===== config.mk =====
export PLATFORM = sky130hd
export DESIGN_NAME = ssf_status
export DESIGN_NICKNAME = d
export VERILOG_FILES = /design/src/design/ssf_pkg.sv /design/src/design/ssf_clr_qual.sv /design/src/design/ssf_status.sv
export SDC_FILE = /design/constraint.sdc
export NUM_CORES = 1
export LEC_CHECK = 0
export ABC_CLOCK_PERIOD_IN_PS = 4400
export BUFFER_PORTS_ARGS = -buffer_cell sky130_fd_sc_hd__buf_4
export CORE_MARGIN = 1.5
export CORE_UTILIZATION = 40
export CTS_BUF_LIST = sky130_fd_sc_hd__clkbuf_8
export DETAILED_ROUTE_END_ITERATION = 12
export GPL_ROUTABILITY_DRIVEN = 0
export PLACE_DENSITY = 0.79
export SLEW_MARGIN = 20
export SYNTH_ARGS = -nofsm -noshare
export SYNTH_HDL_FRONTEND = slang
export SYNTH_HIERARCHICAL = 1
export SYNTH_SLANG_ARGS = --single-unit

===== constraint.sdc =====
create_clock -name pclk -period 4.4 [get_ports pclk]
set_clock_uncertainty 0.1 [all_clocks]
set_input_delay 0.88 -clock pclk [delete_from_list [all_inputs] [get_ports pclk]]
set_output_delay 0.88 -clock pclk [all_outputs]
set_load 0.01 [all_outputs]

===== src/design/ssf_pkg.sv =====
// package of constants and carriers for the serial status flag block
package ssf_pkg;
	// register map, byte addresses on apb
	localparam logic [7:0] ADDR_STATUS = 8'h00;
	localparam logic [7:0] ADDR_TXDATA = 8'h04;
	localparam logic [7:0] ADDR_RXDATA = 8'h08;
	localparam logic [7:0] ADDR_CTRL = 8'h0c;
	// status field positions
	localparam int BIT_TX_HOLDING_EMPTY_FLAG = 7;
	localparam int BIT_RX_HOLDING_FULL_FLAG = 6;
	localparam int BIT_RX_OVERRUN_FLAG = 5;
	localparam int BIT_FER = 4;
	localparam int BIT_PER = 3;
	localparam int BIT_TX_COMPLETE_FLAG = 2;
	localparam int BIT_MPB = 1;
	localparam int BIT_TX_MULTIPROC_BIT = 0;
	// control field positions
	localparam int CTL_TE = 0;
	localparam int CTL_RE = 1;
	localparam int CTL_SYNC = 2;
	localparam int CTL_MP = 3;
	localparam int CTL_ODD = 4;
	localparam int CTL_PAR = 5;
	localparam int CTL_STBY = 6;
	// reset values
	localparam logic [7:0] STATUS_RESET = 8'h84;
	localparam logic [7:0] CTRL_RESET = 8'h00;
	// one received character as the shifter hands it over
	typedef struct packed {
		logic [7:0] data;
		logic parity_bit;
		logic mp_bit;
		logic stop1;
		logic stop2;
	} ssf_rx_char_type;
	// events from the transmit shifter
	typedef struct packed {
		logic load;
		logic last_bit;
	} ssf_tx_evt_type;
endpackage : ssf_pkg


===== src/design/ssf_clr_qual.sv =====
// read-before-clear qualification for one status flag
`timescale 1ns/1ps
module ssf_clr_qual (
	// clock and reset
	input wire logic pclk,
	input wire logic presetn,
	// flag and software access
	input wire logic flag,
	input wire logic rd,
	input wire logic wr0,
	input wire logic hw_set,
	input wire logic force_off,
	// qualified clear
	output logic clr
);
	logic armed_r;
	// a write of 0 only clears once a 1 has been seen by a read
	assign clr = armed_r & wr0 & ~hw_set; // see RULE2 see RULE24
	// arm on read of 1, disarm once the flag is cleared
	always_ff @(posedge pclk or negedge presetn) begin
		if (!presetn) begin
			armed_r <= 1'b0;
		end else if (force_off | clr | ~flag) begin
			armed_r <= 1'b0; // see RULE25
		end else if (rd & flag) begin
			armed_r <= 1'b1;
		end
	end
endmodule : ssf_clr_qual


===== src/design/ssf_status.sv =====
// serial channel status register with apb access and flag logic
//
// Operation
// RULE1 - writing 1 to a status flag does nothing
// RULE2 - write 0 clears only after reading 1
// RULE3 - transmit-end and rx multiproc bit read-only
// RULE4 - reset and standby load status 0x84
// RULE5 - tx empty clears by sw or dma write
// RULE6 - tx empty sets on disable or load
// RULE7 - rx full clears by sw, dma, standby
// RULE8 - rx full sets on good character
// RULE9 - errors and rx disable keep data, flag
// RULE10 - overrun when character ends with full set
// RULE11 - overrun keeps old receive data
// RULE12 - overrun clears only reset, standby, sw
// RULE13 - rx disable keeps overrun flag
// RULE14 - overrun stops rx, sync also tx
// RULE15 - async stop bit zero sets framing error
// RULE16 - only first stop bit is checked
// RULE17 - framing error loads data, no full flag
// RULE18 - framing error halts rx, sync tx
// RULE19 - framing clears only reset, standby, sw
// RULE20 - parity mismatch sets parity error flag
// RULE21 - transmit-end sets on empty last bit
// RULE22 - rx multiproc bit holds last received
// RULE23 - tx multiproc bit read-write, feeds transmitter
// RULE24 - hardware set wins over clear
// RULE25 - clear qualification tracked per flag
//
// Added by the designer: the APB register port and the register offsets.
`timescale 1ns/1ps
module ssf_status (
	// apb slave
	input wire logic pclk,
	input wire logic presetn,
	input wire logic psel,
	input wire logic penable,
	input wire logic pwrite,
	input wire logic [7:0] paddr,
	input wire logic [31:0] pwdata,
	output logic [31:0] prdata,
	output logic pready,
	output logic pslverr,
	// dma controller strobes, same clock
	input wire logic dma_tx_write,
	input wire logic [7:0] dma_tx_data,
	input wire logic dma_rx_read,
	// shifter side, same clock
	input wire ssf_pkg::ssf_tx_evt_type tx_evt,
	input wire logic rx_done,
	input wire ssf_pkg::ssf_rx_char_type rx_char,
	// to shifters
	output logic [7:0] tx_holding_reg,
	output logic tx_multiproc_bit,
	output logic transmitter_enable,
	output logic receiver_enable,
	output logic tx_allowed,
	output logic rx_allowed
);
	//////////////////////////////////////////////////////////////////////
	logic [7:0] status_r;
	logic [6:0] ctrl_r;
	logic [7:0] rx_holding_reg_r;
	logic [7:0] tx_holding_reg_r;
	logic [31:0] prdata_r;
	logic pready_r;
	logic pslverr_r;
	logic standby;
	logic sync_mode;
	logic acc;
	logic wr_st;
	logic rd_st;
	logic wr_tx;
	logic rd_rx;
	logic [4:0] qclr;
	logic te_fall;
	logic te_q_r;
	logic rx_err_block;
	logic rx_ok;
	logic par_bad;
	logic fer_set;
	logic per_set;
	logic rx_overrun_flag_set;
	logic rx_holding_full_flag_set;
	logic tx_holding_empty_flag_set;
	logic tx_complete_flag_set;
	logic [7:0] rdata_nxt;
	//////////////////////////////////////////////////////////////////////
	// apb access qualifiers; answer is a single access phase with one wait state
	assign acc = psel & penable & ~pready_r;
	assign wr_st = acc & pwrite & (paddr == ssf_pkg::ADDR_STATUS);
	assign rd_st = acc & ~pwrite & (paddr == ssf_pkg::ADDR_STATUS);
	assign wr_tx = acc & pwrite & (paddr == ssf_pkg::ADDR_TXDATA);
	assign rd_rx = acc & ~pwrite & (paddr == ssf_pkg::ADDR_RXDATA);
	assign standby = ctrl_r[ssf_pkg::CTL_STBY];
	assign sync_mode = ctrl_r[ssf_pkg::CTL_SYNC];
	// an event, not a level: a held-low enable must not block the software clear
	assign te_fall = te_q_r & ~ctrl_r[ssf_pkg::CTL_TE]; // see RULE6 see RULE21

	// previous transmit enable, for the falling edge
	always_ff @(posedge pclk or negedge presetn) begin
		if (!presetn) begin
			te_q_r <= ssf_pkg::CTRL_RESET[ssf_pkg::CTL_TE];
		end else begin
			te_q_r <= ctrl_r[ssf_pkg::CTL_TE];
		end
	end

	// even count of ones including parity bit fails odd, and vice versa
	function automatic logic parity_mismatch(input logic [7:0] d, input logic p, input logic odd);
		parity_mismatch = (^{d, p}) != odd;
	endfunction : parity_mismatch

	// receive event classification
	assign rx_err_block = status_r[ssf_pkg::BIT_RX_OVERRUN_FLAG] | status_r[ssf_pkg::BIT_FER]
		| status_r[ssf_pkg::BIT_PER]; // see RULE14 see RULE18
	assign rx_ok = rx_done & ctrl_r[ssf_pkg::CTL_RE] & ~rx_err_block;
	// second stop bit is never looked at
	assign fer_set = rx_ok & ~sync_mode & ~rx_char.stop1; // see RULE15 see RULE16
	assign par_bad = ctrl_r[ssf_pkg::CTL_PAR]
		& parity_mismatch(rx_char.data, rx_char.parity_bit, ctrl_r[ssf_pkg::CTL_ODD]);
	assign per_set = rx_ok & ~sync_mode & par_bad; // see RULE20
	assign rx_overrun_flag_set = rx_ok & status_r[ssf_pkg::BIT_RX_HOLDING_FULL_FLAG]; // see RULE10
	assign rx_holding_full_flag_set = rx_ok & ~status_r[ssf_pkg::BIT_RX_HOLDING_FULL_FLAG] & ~fer_set & ~per_set; // see RULE8
	assign tx_holding_empty_flag_set = te_fall | tx_evt.load; // see RULE6
	assign tx_complete_flag_set = te_fall | (tx_evt.last_bit & status_r[ssf_pkg::BIT_TX_HOLDING_EMPTY_FLAG]); // see RULE21

	// one qualifier per clearable flag, index 4..0 = tx_holding_empty_flag, rx_holding_full_flag, rx_overrun_flag, fer, per
	genvar gi;
	generate
		for (gi = 0; gi < 5; gi++) begin : g_qual
			logic set_i;
			assign set_i = (gi == 4) ? tx_holding_empty_flag_set : (gi == 3) ? rx_holding_full_flag_set :
				(gi == 2) ? rx_overrun_flag_set : (gi == 1) ? fer_set : per_set;
			ssf_clr_qual u_qual (
				.pclk(pclk),
				.presetn(presetn),
				.flag(status_r[ssf_pkg::BIT_PER + gi]),
				.rd(rd_st),
				.wr0(wr_st & ~pwdata[ssf_pkg::BIT_PER + gi]), // see RULE1
				.hw_set(set_i),
				.force_off(standby),
				.clr(qclr[gi])
			);
		end
	endgenerate

	// transmit empty flag; dma write of holding register clears it
	always_ff @(posedge pclk or negedge presetn) begin
		if (!presetn) begin
			status_r[ssf_pkg::BIT_TX_HOLDING_EMPTY_FLAG] <= ssf_pkg::STATUS_RESET[ssf_pkg::BIT_TX_HOLDING_EMPTY_FLAG]; // see RULE4
		end else if (standby | tx_holding_empty_flag_set) begin
			status_r[ssf_pkg::BIT_TX_HOLDING_EMPTY_FLAG] <= 1'b1; // see RULE6 see RULE24
		end else if (qclr[4] | dma_tx_write) begin
			status_r[ssf_pkg::BIT_TX_HOLDING_EMPTY_FLAG] <= 1'b0; // see RULE5
		end
	end

	// receive full flag; unchanged by errors and rx disable
	always_ff @(posedge pclk or negedge presetn) begin
		if (!presetn) begin
			status_r[ssf_pkg::BIT_RX_HOLDING_FULL_FLAG] <= ssf_pkg::STATUS_RESET[ssf_pkg::BIT_RX_HOLDING_FULL_FLAG];
		end else if (standby) begin
			status_r[ssf_pkg::BIT_RX_HOLDING_FULL_FLAG] <= 1'b0; // see RULE7
		end else if (rx_holding_full_flag_set) begin
			status_r[ssf_pkg::BIT_RX_HOLDING_FULL_FLAG] <= 1'b1; // see RULE8 see RULE24
		end else if (qclr[3] | dma_rx_read) begin
			status_r[ssf_pkg::BIT_RX_HOLDING_FULL_FLAG] <= 1'b0; // see RULE7 see RULE9
		end
	end

	// overrun flag; receiver enable is not looked at when clearing
	always_ff @(posedge pclk or negedge presetn) begin
		if (!presetn) begin
			status_r[ssf_pkg::BIT_RX_OVERRUN_FLAG] <= ssf_pkg::STATUS_RESET[ssf_pkg::BIT_RX_OVERRUN_FLAG];
		end else if (standby) begin
			status_r[ssf_pkg::BIT_RX_OVERRUN_FLAG] <= 1'b0; // see RULE12
		end else if (rx_overrun_flag_set) begin
			status_r[ssf_pkg::BIT_RX_OVERRUN_FLAG] <= 1'b1; // see RULE24
		end else if (qclr[2]) begin
			status_r[ssf_pkg::BIT_RX_OVERRUN_FLAG] <= 1'b0; // see RULE12 see RULE13
		end
	end

	// framing error flag
	always_ff @(posedge pclk or negedge presetn) begin
		if (!presetn) begin
			status_r[ssf_pkg::BIT_FER] <= ssf_pkg::STATUS_RESET[ssf_pkg::BIT_FER];
		end else if (standby) begin
			status_r[ssf_pkg::BIT_FER] <= 1'b0; // see RULE19
		end else if (fer_set) begin
			status_r[ssf_pkg::BIT_FER] <= 1'b1; // see RULE15 see RULE24
		end else if (qclr[1]) begin
			status_r[ssf_pkg::BIT_FER] <= 1'b0; // see RULE19
		end
	end

	// parity error flag
	always_ff @(posedge pclk or negedge presetn) begin
		if (!presetn) begin
			status_r[ssf_pkg::BIT_PER] <= ssf_pkg::STATUS_RESET[ssf_pkg::BIT_PER];
		end else if (standby) begin
			status_r[ssf_pkg::BIT_PER] <= 1'b0;
		end else if (per_set) begin
			status_r[ssf_pkg::BIT_PER] <= 1'b1; // see RULE20 see RULE24
		end else if (qclr[0]) begin
			status_r[ssf_pkg::BIT_PER] <= 1'b0;
		end
	end

	// transmit end: read-only, cleared alongside the tx empty flag
	always_ff @(posedge pclk or negedge presetn) begin
		if (!presetn) begin
			status_r[ssf_pkg::BIT_TX_COMPLETE_FLAG] <= ssf_pkg::STATUS_RESET[ssf_pkg::BIT_TX_COMPLETE_FLAG];
		end else if (standby | tx_complete_flag_set) begin
			status_r[ssf_pkg::BIT_TX_COMPLETE_FLAG] <= 1'b1; // see RULE21 see RULE3
		end else if (qclr[4] | dma_tx_write) begin
			status_r[ssf_pkg::BIT_TX_COMPLETE_FLAG] <= 1'b0;
		end
	end

	// received multiproc bit: read-only, kept when receiver disabled
	always_ff @(posedge pclk or negedge presetn) begin
		if (!presetn) begin
			status_r[ssf_pkg::BIT_MPB] <= ssf_pkg::STATUS_RESET[ssf_pkg::BIT_MPB];
		end else if (standby) begin
			status_r[ssf_pkg::BIT_MPB] <= 1'b0;
		end else if (rx_ok & ctrl_r[ssf_pkg::CTL_MP] & ~sync_mode) begin
			status_r[ssf_pkg::BIT_MPB] <= rx_char.mp_bit; // see RULE22 see RULE3
		end
	end

	// transmit multiproc bit: plain read-write
	always_ff @(posedge pclk or negedge presetn) begin
		if (!presetn) begin
			status_r[ssf_pkg::BIT_TX_MULTIPROC_BIT] <= ssf_pkg::STATUS_RESET[ssf_pkg::BIT_TX_MULTIPROC_BIT];
		end else if (standby) begin
			status_r[ssf_pkg::BIT_TX_MULTIPROC_BIT] <= 1'b0;
		end else if (wr_st) begin
			status_r[ssf_pkg::BIT_TX_MULTIPROC_BIT] <= pwdata[ssf_pkg::BIT_TX_MULTIPROC_BIT]; // see RULE23
		end
	end

	// receive holding register; overrun keeps the older character
	always_ff @(posedge pclk or negedge presetn) begin
		if (!presetn) begin
			rx_holding_reg_r <= 8'h00;
		end else if (rx_ok & ~status_r[ssf_pkg::BIT_RX_HOLDING_FULL_FLAG]) begin
			rx_holding_reg_r <= rx_char.data; // see RULE11 see RULE17 see RULE9
		end
	end

	// transmit holding register, from software or dma
	always_ff @(posedge pclk or negedge presetn) begin
		if (!presetn) begin
			tx_holding_reg_r <= 8'h00;
		end else if (dma_tx_write) begin
			tx_holding_reg_r <= dma_tx_data;
		end else if (wr_tx) begin
			tx_holding_reg_r <= pwdata[7:0];
		end
	end

	// control register; standby bit survives so software can leave standby
	always_ff @(posedge pclk or negedge presetn) begin
		if (!presetn) begin
			ctrl_r <= ssf_pkg::CTRL_RESET[6:0];
		end else if (acc & pwrite & (paddr == ssf_pkg::ADDR_CTRL)) begin
			ctrl_r <= pwdata[6:0];
		end
	end

	// read mux
	always_comb begin
		rdata_nxt = 8'h00;
		unique case (paddr)
			ssf_pkg::ADDR_STATUS: rdata_nxt = status_r;
			ssf_pkg::ADDR_TXDATA: rdata_nxt = tx_holding_reg_r;
			ssf_pkg::ADDR_RXDATA: rdata_nxt = rx_holding_reg_r;
			ssf_pkg::ADDR_CTRL: rdata_nxt = {1'b0, ctrl_r};
			default: rdata_nxt = 8'h00;
		endcase
	end

	// apb answer: pready one cycle after penable rises, unmapped errors
	always_ff @(posedge pclk or negedge presetn) begin
		if (!presetn) begin
			pready_r <= 1'b0;
			pslverr_r <= 1'b0;
			prdata_r <= 32'h00000000;
		end else begin
			pready_r <= acc;
			pslverr_r <= acc & (paddr > ssf_pkg::ADDR_CTRL | paddr[1:0] != 2'h0);
			prdata_r <= acc ? {24'h000000, rdata_nxt} : 32'h00000000;
		end
	end

	// outputs, registered
	logic tx_allowed_r;
	logic rx_allowed_r;
	always_ff @(posedge pclk or negedge presetn) begin
		if (!presetn) begin
			tx_allowed_r <= 1'b0;
			rx_allowed_r <= 1'b0;
		end else begin
			tx_allowed_r <= ctrl_r[ssf_pkg::CTL_TE] & ~(sync_mode & rx_err_block); // see RULE14
			rx_allowed_r <= ctrl_r[ssf_pkg::CTL_RE] & ~rx_err_block; // see RULE18
		end
	end

	assign prdata = prdata_r;
	assign pready = pready_r;
	assign pslverr = pslverr_r;
	assign tx_holding_reg = tx_holding_reg_r;
	assign tx_multiproc_bit = status_r[ssf_pkg::BIT_TX_MULTIPROC_BIT];
	assign transmitter_enable = ctrl_r[ssf_pkg::CTL_TE];
	assign receiver_enable = ctrl_r[ssf_pkg::CTL_RE];
	assign tx_allowed = tx_allowed_r;
	assign rx_allowed = rx_allowed_r;
endmodule : ssf_status


# --- Yosys cells after proc, flatten, opt, wreduce, memory -nomap -nowiden ---
# Cells that the tools add are included.
word_totals:
  input_bits: 70
  out_inout_bits: 47
  regBits: 49
  wordCells: 164
classes:
  mux: 33
  bitwise_logic: 87
  n_reduce_logical: 17
  n_lt_le_gt_ge: 1
  n_eq_ne: 4
op_table:
  columns: ["op", "count"]
  rows:
  - ["$and 1x1->1", 46]
  - ["$pmux 8 s4", 1]
  - ["$mux 1", 29]
  - ["$mux 8", 3]
  - ["$not 1->1", 22]
  - ["$reduce_bool 2->1", 11]
  - ["$or 1x1->1", 19]
  - ["$eq 8x4->1 const B", 2]
  - ["$reduce_bool 3->1", 4]
  - ["$reduce_xor 9->1", 1]
  - ["$eq 8x3->1 const B", 1]
  - ["$gt 8x4->1 const B", 1]
  - ["$logic_not 8->1", 1]
  - ["$ne 1x1->1", 1]

# --- Logic depth before layout (Yosys ltp) ---
# Gate-level depths: netlist of run 1.
depth:
  ltp_word: 15
  ltp_mapped: 9
  depth_no_buf: 9

# --- Cells and area by module ---
# The synthesis of run 1 kept the hierarchy.
modules_own_cells:
  columns: ["mod", "seq_area_each_um2", "area_each_um2", "cells_each", "n_inst"]
  rows:
  - ["ssf_status", 1103.6, 2294.7, 196, 1]
  - ["ssf_clr_qual", 25.0, 52.6, 4, 5]

# --- Worst setup path before layout of run 1 ---
# OpenSTA, ideal clock, no wires.
synth_path:
  path_type: "input-to-reg"
  from: "input port rx_char[5] (netlist bit)"
  to: "register status_r[6]"
  n_path_buf: 0
  path_stages: 9
  setup_slack_ps: 1491
  required_time_ps: 4236
  arrival_ps: 2745
  setup_time_ps: 64
  path_cell_list: "xnor2_1 -> xnor3_1 -> xnor2_1 -> nand2_1 -> a31o_2 -> and3b_1 -> or4b_2 -> o31ai_1 -> a21o_1"
synth_via:
  elab_chain_len: 10
  elab_cells_between_ends: 12
  classes_between: "eq/ne: 1; mux: 2; bitwise: 7; reduce/logical: 2"
synth_rtl:
  columns: ["element", "line", "text"]
  rows:
  - ["start: declaration", "ssf_status.sv:51", "input wire ssf_pkg::ssf_rx_char_type rx_char,"]
  - ["$reduce_xor 9->1", "ssf_status.sv:111", "parity_mismatch = (^{d, p}) != odd;"]
  - ["$ne 1x1->1", "ssf_status.sv:111", null]
  - ["$and 1x1->1", "ssf_status.sv:121", "& parity_mismatch(rx_char.data, rx_char.parity_bit, ctrl_r[ssf_pkg::CTL_ODD]);"]
  - ["$and 1x1->1", "ssf_status.sv:122", "assign per_set = rx_ok & ~sync_mode & par_bad;"]
  - ["$not 1->1", "ssf_status.sv:124", "assign rx_holding_full_flag_set = rx_ok & ~status_r[ssf_pkg::BIT_RX_HOLDING_FULL_FLAG] & ~fer_set & ~per_set;"]
  - ["$and 1x1->1", "ssf_status.sv:124", null]
  - ["named net g_qual[3].set_i", "ssf_status.sv:132", "logic set_i;"]
  - ["$not 1->1", "ssf_clr_qual.sv:18", "assign clr = armed_r & wr0 & ~hw_set;"]
  - ["$and 1x1->1", "ssf_clr_qual.sv:18", null]
  - ["named net qclr[3]", "ssf_status.sv:75", "logic [4:0] qclr;"]
  - ["$or 1x1->1", "ssf_status.sv:167", "end else if (qclr[3] | dma_rx_read) begin"]
  - ["$reduce_bool 3->1 (no line)", null, null]
  - ["end signal: indexed assignment", "ssf_status.sv:162", "status_r[ssf_pkg::BIT_RX_HOLDING_FULL_FLAG] <= ssf_pkg::STATUS_RESET[ssf_pkg::BIT_RX_HOLDING_FULL_FLAG];"]
  - ["end: declaration", "ssf_status.sv:61", "logic [7:0] status_r;"]
# The timed path passes the listed nets, and every way through them passes these cells.
# A chain may end at the register's enable or synchronous reset.

# --- Worst setup path in the final report of run 1 ---
layout_path:
  from: "input port paddr[7]"
  to: "register status_r[6]"
layout_via:
  elab_chain_len: 7
layout_rtl:
  columns: ["element", "line", "text"]
  rows:
  - ["start: declaration", "ssf_status.sv:39", "input wire logic [7:0] paddr,"]
  - ["$logic_not 8->1", "ssf_status.sv:91", "assign wr_st = acc & pwrite & (paddr == ssf_pkg::ADDR_STATUS);"]
  - ["$and 1x1->1", "ssf_status.sv:91", null]
  - ["$and 1x1->1", "ssf_status.sv:140", ".wr0(wr_st & ~pwdata[ssf_pkg::BIT_PER + gi]),"]
  - ["$and 1x1->1 (2 in series)", "ssf_clr_qual.sv:18", null]
  - ["named net qclr[3]", "ssf_status.sv:75", null]
  - ["$or 1x1->1", "ssf_status.sv:167", null]
  - ["$reduce_bool 3->1 (no line)", null, null]
# The timed path passes the listed nets, and every way through them passes these cells.

==> results of run 1 <==
-- stage by stage --
step / util [%] / cell area, µm² / total power [mW] / hold WS (ns)
after floorplan: - / 2640 / 0.562 / 0.354
after global placement: 50.1 / 3040 / 0.614 / 0.372
after detailed placement: 50.1 / 3040 / 0.617 / 0.376
after CTS: 51.5 / 3120 / 0.880 / 0.397
after global routing: 51.5 / 3120 / 0.909 / 0.417
final: 51.5 / 3120 / 0.873 / 0.398
-- layout make-up --
class	count	area [µm²]	share of cell area, %
clock buffers	6	82.6	2.65
clock inverters	1	3.75	0.120
inverters	5	18.8	0.601
multi-input cells	153	1180	37.9
flip-flops and latches	49	1230	39.4
well taps	75	93.8	3.01
repair buffers	68	510	16.4
-- per-layer routing --
layer  wire length [µm]  vias up  global-route usage, %
met1               2370      861                   23.5
met3                482        6                   4.87
met4                 75        0                   6.36
met2               2650       83                   25.6
met5                  0        -                      0
li1                   -      833                      -
-- worst max-delay path by stage --
stage	startpoint	to	slack, ns	cells after the start
finish	paddr[7]	status_r[6]	1.41	9
CTS	paddr[7]	status_r[6]	1.37	9
global route	paddr[7]	status_r[6]	1.23	9
floorplan	rx_char[5]	status_r[6]	1.49	9
global placement	paddr[7]	status_r[6]	1.12	9
detailed placement	paddr[7]	status_r[6]	1.05	9
-- power by group through the flow --
stage | Sequential (mW) | Clock (mW) | Combinational (mW)
2_1_floorplan | 0.488 | 0 | 0.0739
3_3_place_gp | 0.488 | 0 | 0.126
3_5_place_dp | 0.489 | 0 | 0.128
4_1_cts | 0.480 | 0.272 | 0.129
5_1_grt | 0.483 | 0.288 | 0.138
6_report | 0.480 | 0.267 | 0.127
-- Yosys cell counts (all sizes together), types with 5 or more instances --
| master | count | area (µm²) |
|---|---|---|
| dfrtp | 47 | 1180 |
| buf | 30 | 211 |
| nor2 | 22 | 85.1 |
| mux2 | 15 | 169 |
| mux2i | 11 | 110 |
| nand2 | 11 | 41.3 |
| o21ai | 8 | 40.0 |
| and3b | 7 | 61.3 |
| mux4 | 7 | 158 |
| nor2b | 7 | 43.8 |
| nor4b | 7 | 108 |
| xnor2 | 7 | 61.3 |
| inv | 5 | 18.8 |
-- cells by family after synthesis --
family | Yosys count | share of synthesized area [%]
xor+xnor | 8 | 3.28
simple gates | 69 | 17.6
compound gates | 19 | 4.60
flops | 49 | 48.0
buf+inv | 37 | 9.30
other cells | 1 | 0.147
mux | 33 | 17.1
-- worst max-delay path, stage by stage --
cell	delay, ns
buf_4	0.11
nor4_2	0.28
nand3_1	0.40
or4_1	0.71
nor2_1	0.13
and3b_1	0.20
or4b_2	0.13
o31ai_1	0.07
a21o_1	0.18
==> out/qor.yml, run 1 <==
number_of_enable_type_register_cells_in_the_synthesized_netlist: 0
core_mm2: 0.00606
clock_tree_from_tritoncts: "yes"
cts_buffer_depth: 2
layout-drive-gt1-share_pct: 39.0
die_width_um: 83.0
netlist_area_mm2: 0.00256
floorplan.initialDensity_pct: 42.2
grt_antenna_before_repair: 0
power.leakage_nw: 1.55
slew_viol_final: 0
final_common_cell: "buf_4"
drt-initial-drc-count: 97
postSynth.asyncResetShare_pct: 100
grt_pass1_wl_mm: 9.14
worst_hold_path_type: "register to register"
critPathArrivalTime_ns: 3.09
overflow: 0
max_cap_viols: 0
row_cnt: 28
worstReg2RegEnd: "status_r[6]"
netSwitchingPower_uw: 218
detail-route-antenna-nets: 0
power_per_cell_area_mw_per_mm2: 280
maxClockFrequency_mhz: 334
rsz_0062_raised_after_global_routing: "no"
post_cts_resized: 0
report.final.setup_viol: 0
regToRegSetupSlack_ns: 1.57
endpoint_kind: "register"
grt_pass1_vias: 1767
gr-usage-all-layers_pct: 17.1
num-nets-final: 352
worstHoldStart: "te_q_r"
placed_cells_incl_taps: 350
worst_skew_pair.late_latency_ns: 0.31
cts_sinks: 49
crit-reg2reg-launch: "status_r[5]"
hold_viol_final: 0
fraction_of_power_spent_switching_nets_pct: 25.0
worstMarginPinSlew_ns: 0.992
post_synth.cell_area_avg_um2: 11.8
die_y_um: 83.0
cts-buffers-inserted: 5
cts_post_setup_buffers_inserted: 0
final.period_utilization_pct: 68.0
timing.reg2reg.worst_path_depth: 8
critPathMaxFanout: 12
drt_drc_violations_left: 0
slew_headroom_pct: 33.3
fin_ws_ns: 1.41
power_frac_comb_pct: 14.5
min_delay_worst_endpoint: "status_r[2]"
cell_at_the_root_of_the_clock_tree: "clkbuf_8"
vdd_drop_max_uv: 150
grt_start_max_net_pins: 50
detailed_place_hpwl_mm: 4.25
detail_route.first_pass.iterations: 4
via_count: 1783
cts.clk_slew.worst_paths_ns: 0.08
synth.ff_latch_count: 49
n_antenna_cell: 0
critical_path_type: "input pin to register"
cts_hold_buf: 0
pwr-share-seq_pct: 54.9
worstHoldPathCells: 2
final.setup.tns_ns: 0
time_the_worst_path_needs_with_i_o_delays_and_setup_ns: 2.99
routedWlPerCell_um: 15.6
syn2layout_area_growth_pct: 22.1
layout.cells.most_common_list: "68 x buf_4, 47 x dfrtp_1, 24 x conb_1, 21 x nor2_1, 15 x mux2_2"
synth.yosys.seq_area_share_pct: 48.0
outcome: "finished clean"
yosys_most_used_dff: "dfrtp_1"
buffer_ports.inserted: 67
cp-start-kind: "input pin"
yosysWarnings: 6
share_clk_of_total_power_pct: 30.5
pre_cts_ws_ns: 1.05
post_synth_num_cell_types: 41
design.die.area_mm2: 0.00688
wirelength_mm: 5.58
syn_inst: 216
instances_no_fill: 357
io-pin-count: 117
fillerInstances: 545
clock_tree.htree_level_count: 2
required_ns: 4.50
avgViaCountPerCell: 4.99
p_int_uw: 655
Note: power is estimated with default switching activity, not from simulation.
==> run 2, diff against run 1 <==
--- a/config.mk
+++ b/config.mk
@@ -5,7 +5,7 @@
 export SDC_FILE = /design/constraint.sdc
 export NUM_CORES = 1
 export LEC_CHECK = 0
-export ABC_CLOCK_PERIOD_IN_PS = 4400
+export ABC_CLOCK_PERIOD_IN_PS = 2900
 export BUFFER_PORTS_ARGS = -buffer_cell sky130_fd_sc_hd__buf_4
 export CORE_MARGIN = 1.5
 export CORE_UTILIZATION = 40
==> constraint.sdc (replaced) <==
create_clock -name pclk -period 2.9 [get_ports pclk]
set_clock_uncertainty 0.1 [all_clocks]
set_input_delay 0.58 -clock pclk [delete_from_list [all_inputs] [get_ports pclk]]
set_output_delay 0.58 -clock pclk [all_outputs]
set_load 0.01 [all_outputs]
==> run 2 against run 1 <==
Sequential cell count stayed put. Wire length is 3.8% higher. Die area stayed put. Combinational power is 54% higher. Sequential power is 52% higher. Global-route usage is 0.35 points higher. Core utilization is 0.99 points higher. Cell area is 1.9% higher. Critical path type unchanged. Critical endpoint unchanged.
==> out/qor.yml, run 2 (synthesis results as in run 1) <==
io-pin-count: 117  # unchanged
cts_post_setup_buffers_inserted: 0  # unchanged
floorplan.initialDensity_pct: 42.2  # unchanged
required_ns: 3.04  # was 4.50 ns
report.final.setup_viol: 0  # unchanged
worst_skew_pair.late_latency_ns: 0.30  # was 0.31 ns
rsz_0062_raised_after_global_routing: "no"  # unchanged
max_cap_viols: 0  # unchanged
post_cts_resized: 0  # unchanged
routedWlPerCell_um: 15.9  # was 15.6 µm
detail_route.first_pass.iterations: 4  # unchanged
drt-initial-drc-count: 71  # was 97
avgViaCountPerCell: 5.10  # was 4.99
final.period_utilization_pct: 87.9
core_mm2: 0.00606  # unchanged
cts_buffer_depth: 2  # unchanged
power.leakage_nw: 1.58  # was 1.55 nW
grt_start_max_net_pins: 50  # unchanged
pre_cts_ws_ns: 0.0571  # was 1.05 ns
grt_antenna_before_repair: 0  # unchanged
worst_hold_path_type: "input pin to async pin"  # was register to register
critical_path_type: "input pin to register"  # unchanged
slew_headroom_pct: 54.6  # was 33.3%
n_antenna_cell: 0  # unchanged
fin_ws_ns: 0.350  # was 1.41 ns
die_width_um: 83.0  # unchanged
clock_tree.htree_level_count: 2  # unchanged
final_common_cell: "buf_4"  # unchanged
detailed_place_hpwl_mm: 4.45  # was 4.25 mm
cts-buffers-inserted: 5  # unchanged
row_cnt: 28  # unchanged
gr-usage-all-layers_pct: 17.4  # was 17.1%
slew_viol_final: 0  # unchanged
final.setup.tns_ns: 0  # unchanged
cts_sinks: 49  # unchanged
outcome: "finished clean"  # unchanged
clock_tree_from_tritoncts: "yes"  # unchanged
grt_pass1_vias: 1858  # was 1767
whs_ns: 0.183  # was 0.398 ns
num-nets-final: 358  # was 352
via_count: 1858  # was 1783
grt_pass1_wl_mm: 9.54  # was 9.14 mm
critPathMaxFanout: 2  # was 12
postLayoutCoreUtil_pct: 52.5  # was 51.5%
hold_viol_final: 0  # unchanged
syn2layout_area_growth_pct: 24.4  # was 22.1%
layout-drive-gt1-share_pct: 40.8  # was 39.0%
buffer_ports.inserted: 67  # unchanged
power_per_cell_area_mw_per_mm2: 427  # was 280 mW/mm²
detail-route-antenna-nets: 0  # unchanged
cell_at_the_root_of_the_clock_tree: "clkbuf_8"  # unchanged
vdd_drop_max_uv: 252  # was 150 µV
wirelength_mm: 5.79  # was 5.58 mm
critPathArrivalTime_ns: 2.69  # was 3.09 ns
worstMarginPinSlew_ns: 0.681  # was 0.992 ns
layout.cells.most_common_list: "74 x buf_4, 47 x dfrtp_1, 24 x conb_1, 21 x nor2_1, 15 x mux2_2"  # was 68 x buf_4, 47 x dfrtp_1, 24 x conb_1, 21 x nor2_1, 15 x mux2_2
die_y_um: 83.0  # unchanged
time_the_worst_path_needs_with_i_o_delays_and_setup_ns: 2.55
cts.clk_slew.worst_paths_ns: 0.09  # was 0.08 ns
cts_hold_buf: 0  # unchanged
drt_drc_violations_left: 0  # unchanged
overflow: 0  # unchanged
cp-start-kind: "input pin"  # unchanged
maxClockFrequency_mhz: 392
endpoint_kind: "register"  # unchanged
design.die.area_mm2: 0.00688  # unchanged
## run 2: cell type report
| class | count | area, µm² |
|---|---|---|
| fill | 556 | 2880 |
| sequential | 49 | 1230 |
| multi-input combinational | 153 | 1180 |
| timing repair buffer | 74 | 556 |
| clock buffer | 7 | 96.3 |
| tap | 75 | 93.8 |
| inverter | 5 | 18.8 |
| clock inverter | 1 | 5.00 |
## run 2: through the flow
step / instances / cell area, µm² / power, mW
finish: 364 / 3180 / 1.36
floorplan: 239 / 2640 / 0.853
global placement: 356 / 3080 / 0.931
global route: 364 / 3180 / 1.41
CTS: 364 / 3180 / 1.37
detailed placement: 356 / 3080 / 0.939
## run 2: critical path, stage by stage
cell	delay, ns
buf_4	0.12
xnor2_1	0.15
xnor3_1	0.42
xnor2_1	0.17
nand2_1	0.11
a31o_2	0.15
and3b_1	0.18
or4b_2	0.61
o31ai_1	0.09
a21o_1	0.11
## run 2: per-layer routing
metal	routed length (µm)	up-vias	GRT usage, %
met2	2850	85	27.1
li1	-	849	-
met3	402	4	4.08
met5	0	-	0
met1	2500	920	23.8
met4	46	0	6.67
## run 2: report_power, final
group | internal [mW] | leakage [nW] | switching (mW)
logic | 0.102 | 0.870 | 0.0929
registers | 0.706 | 0.657 | 0.0233
clock network | 0.216 | 0.0542 | 0.218
## run 2: final timing paths
path,to,cells after the start,slack [ns],startpoint
worst min-delay path,te_q_r,1,0.18,presetn
max in group asynchronous,status_r[1],1,2.10,presetn
worst max-delay path,status_r[6],10,0.35,rx_char[5]
worst max register to register,status_r[6],8,0.48,status_r[5]
worst min register to register,status_r[2],2,0.40,status_r[2]
min in group pclk,status_r[2],2,0.40,status_r[2]
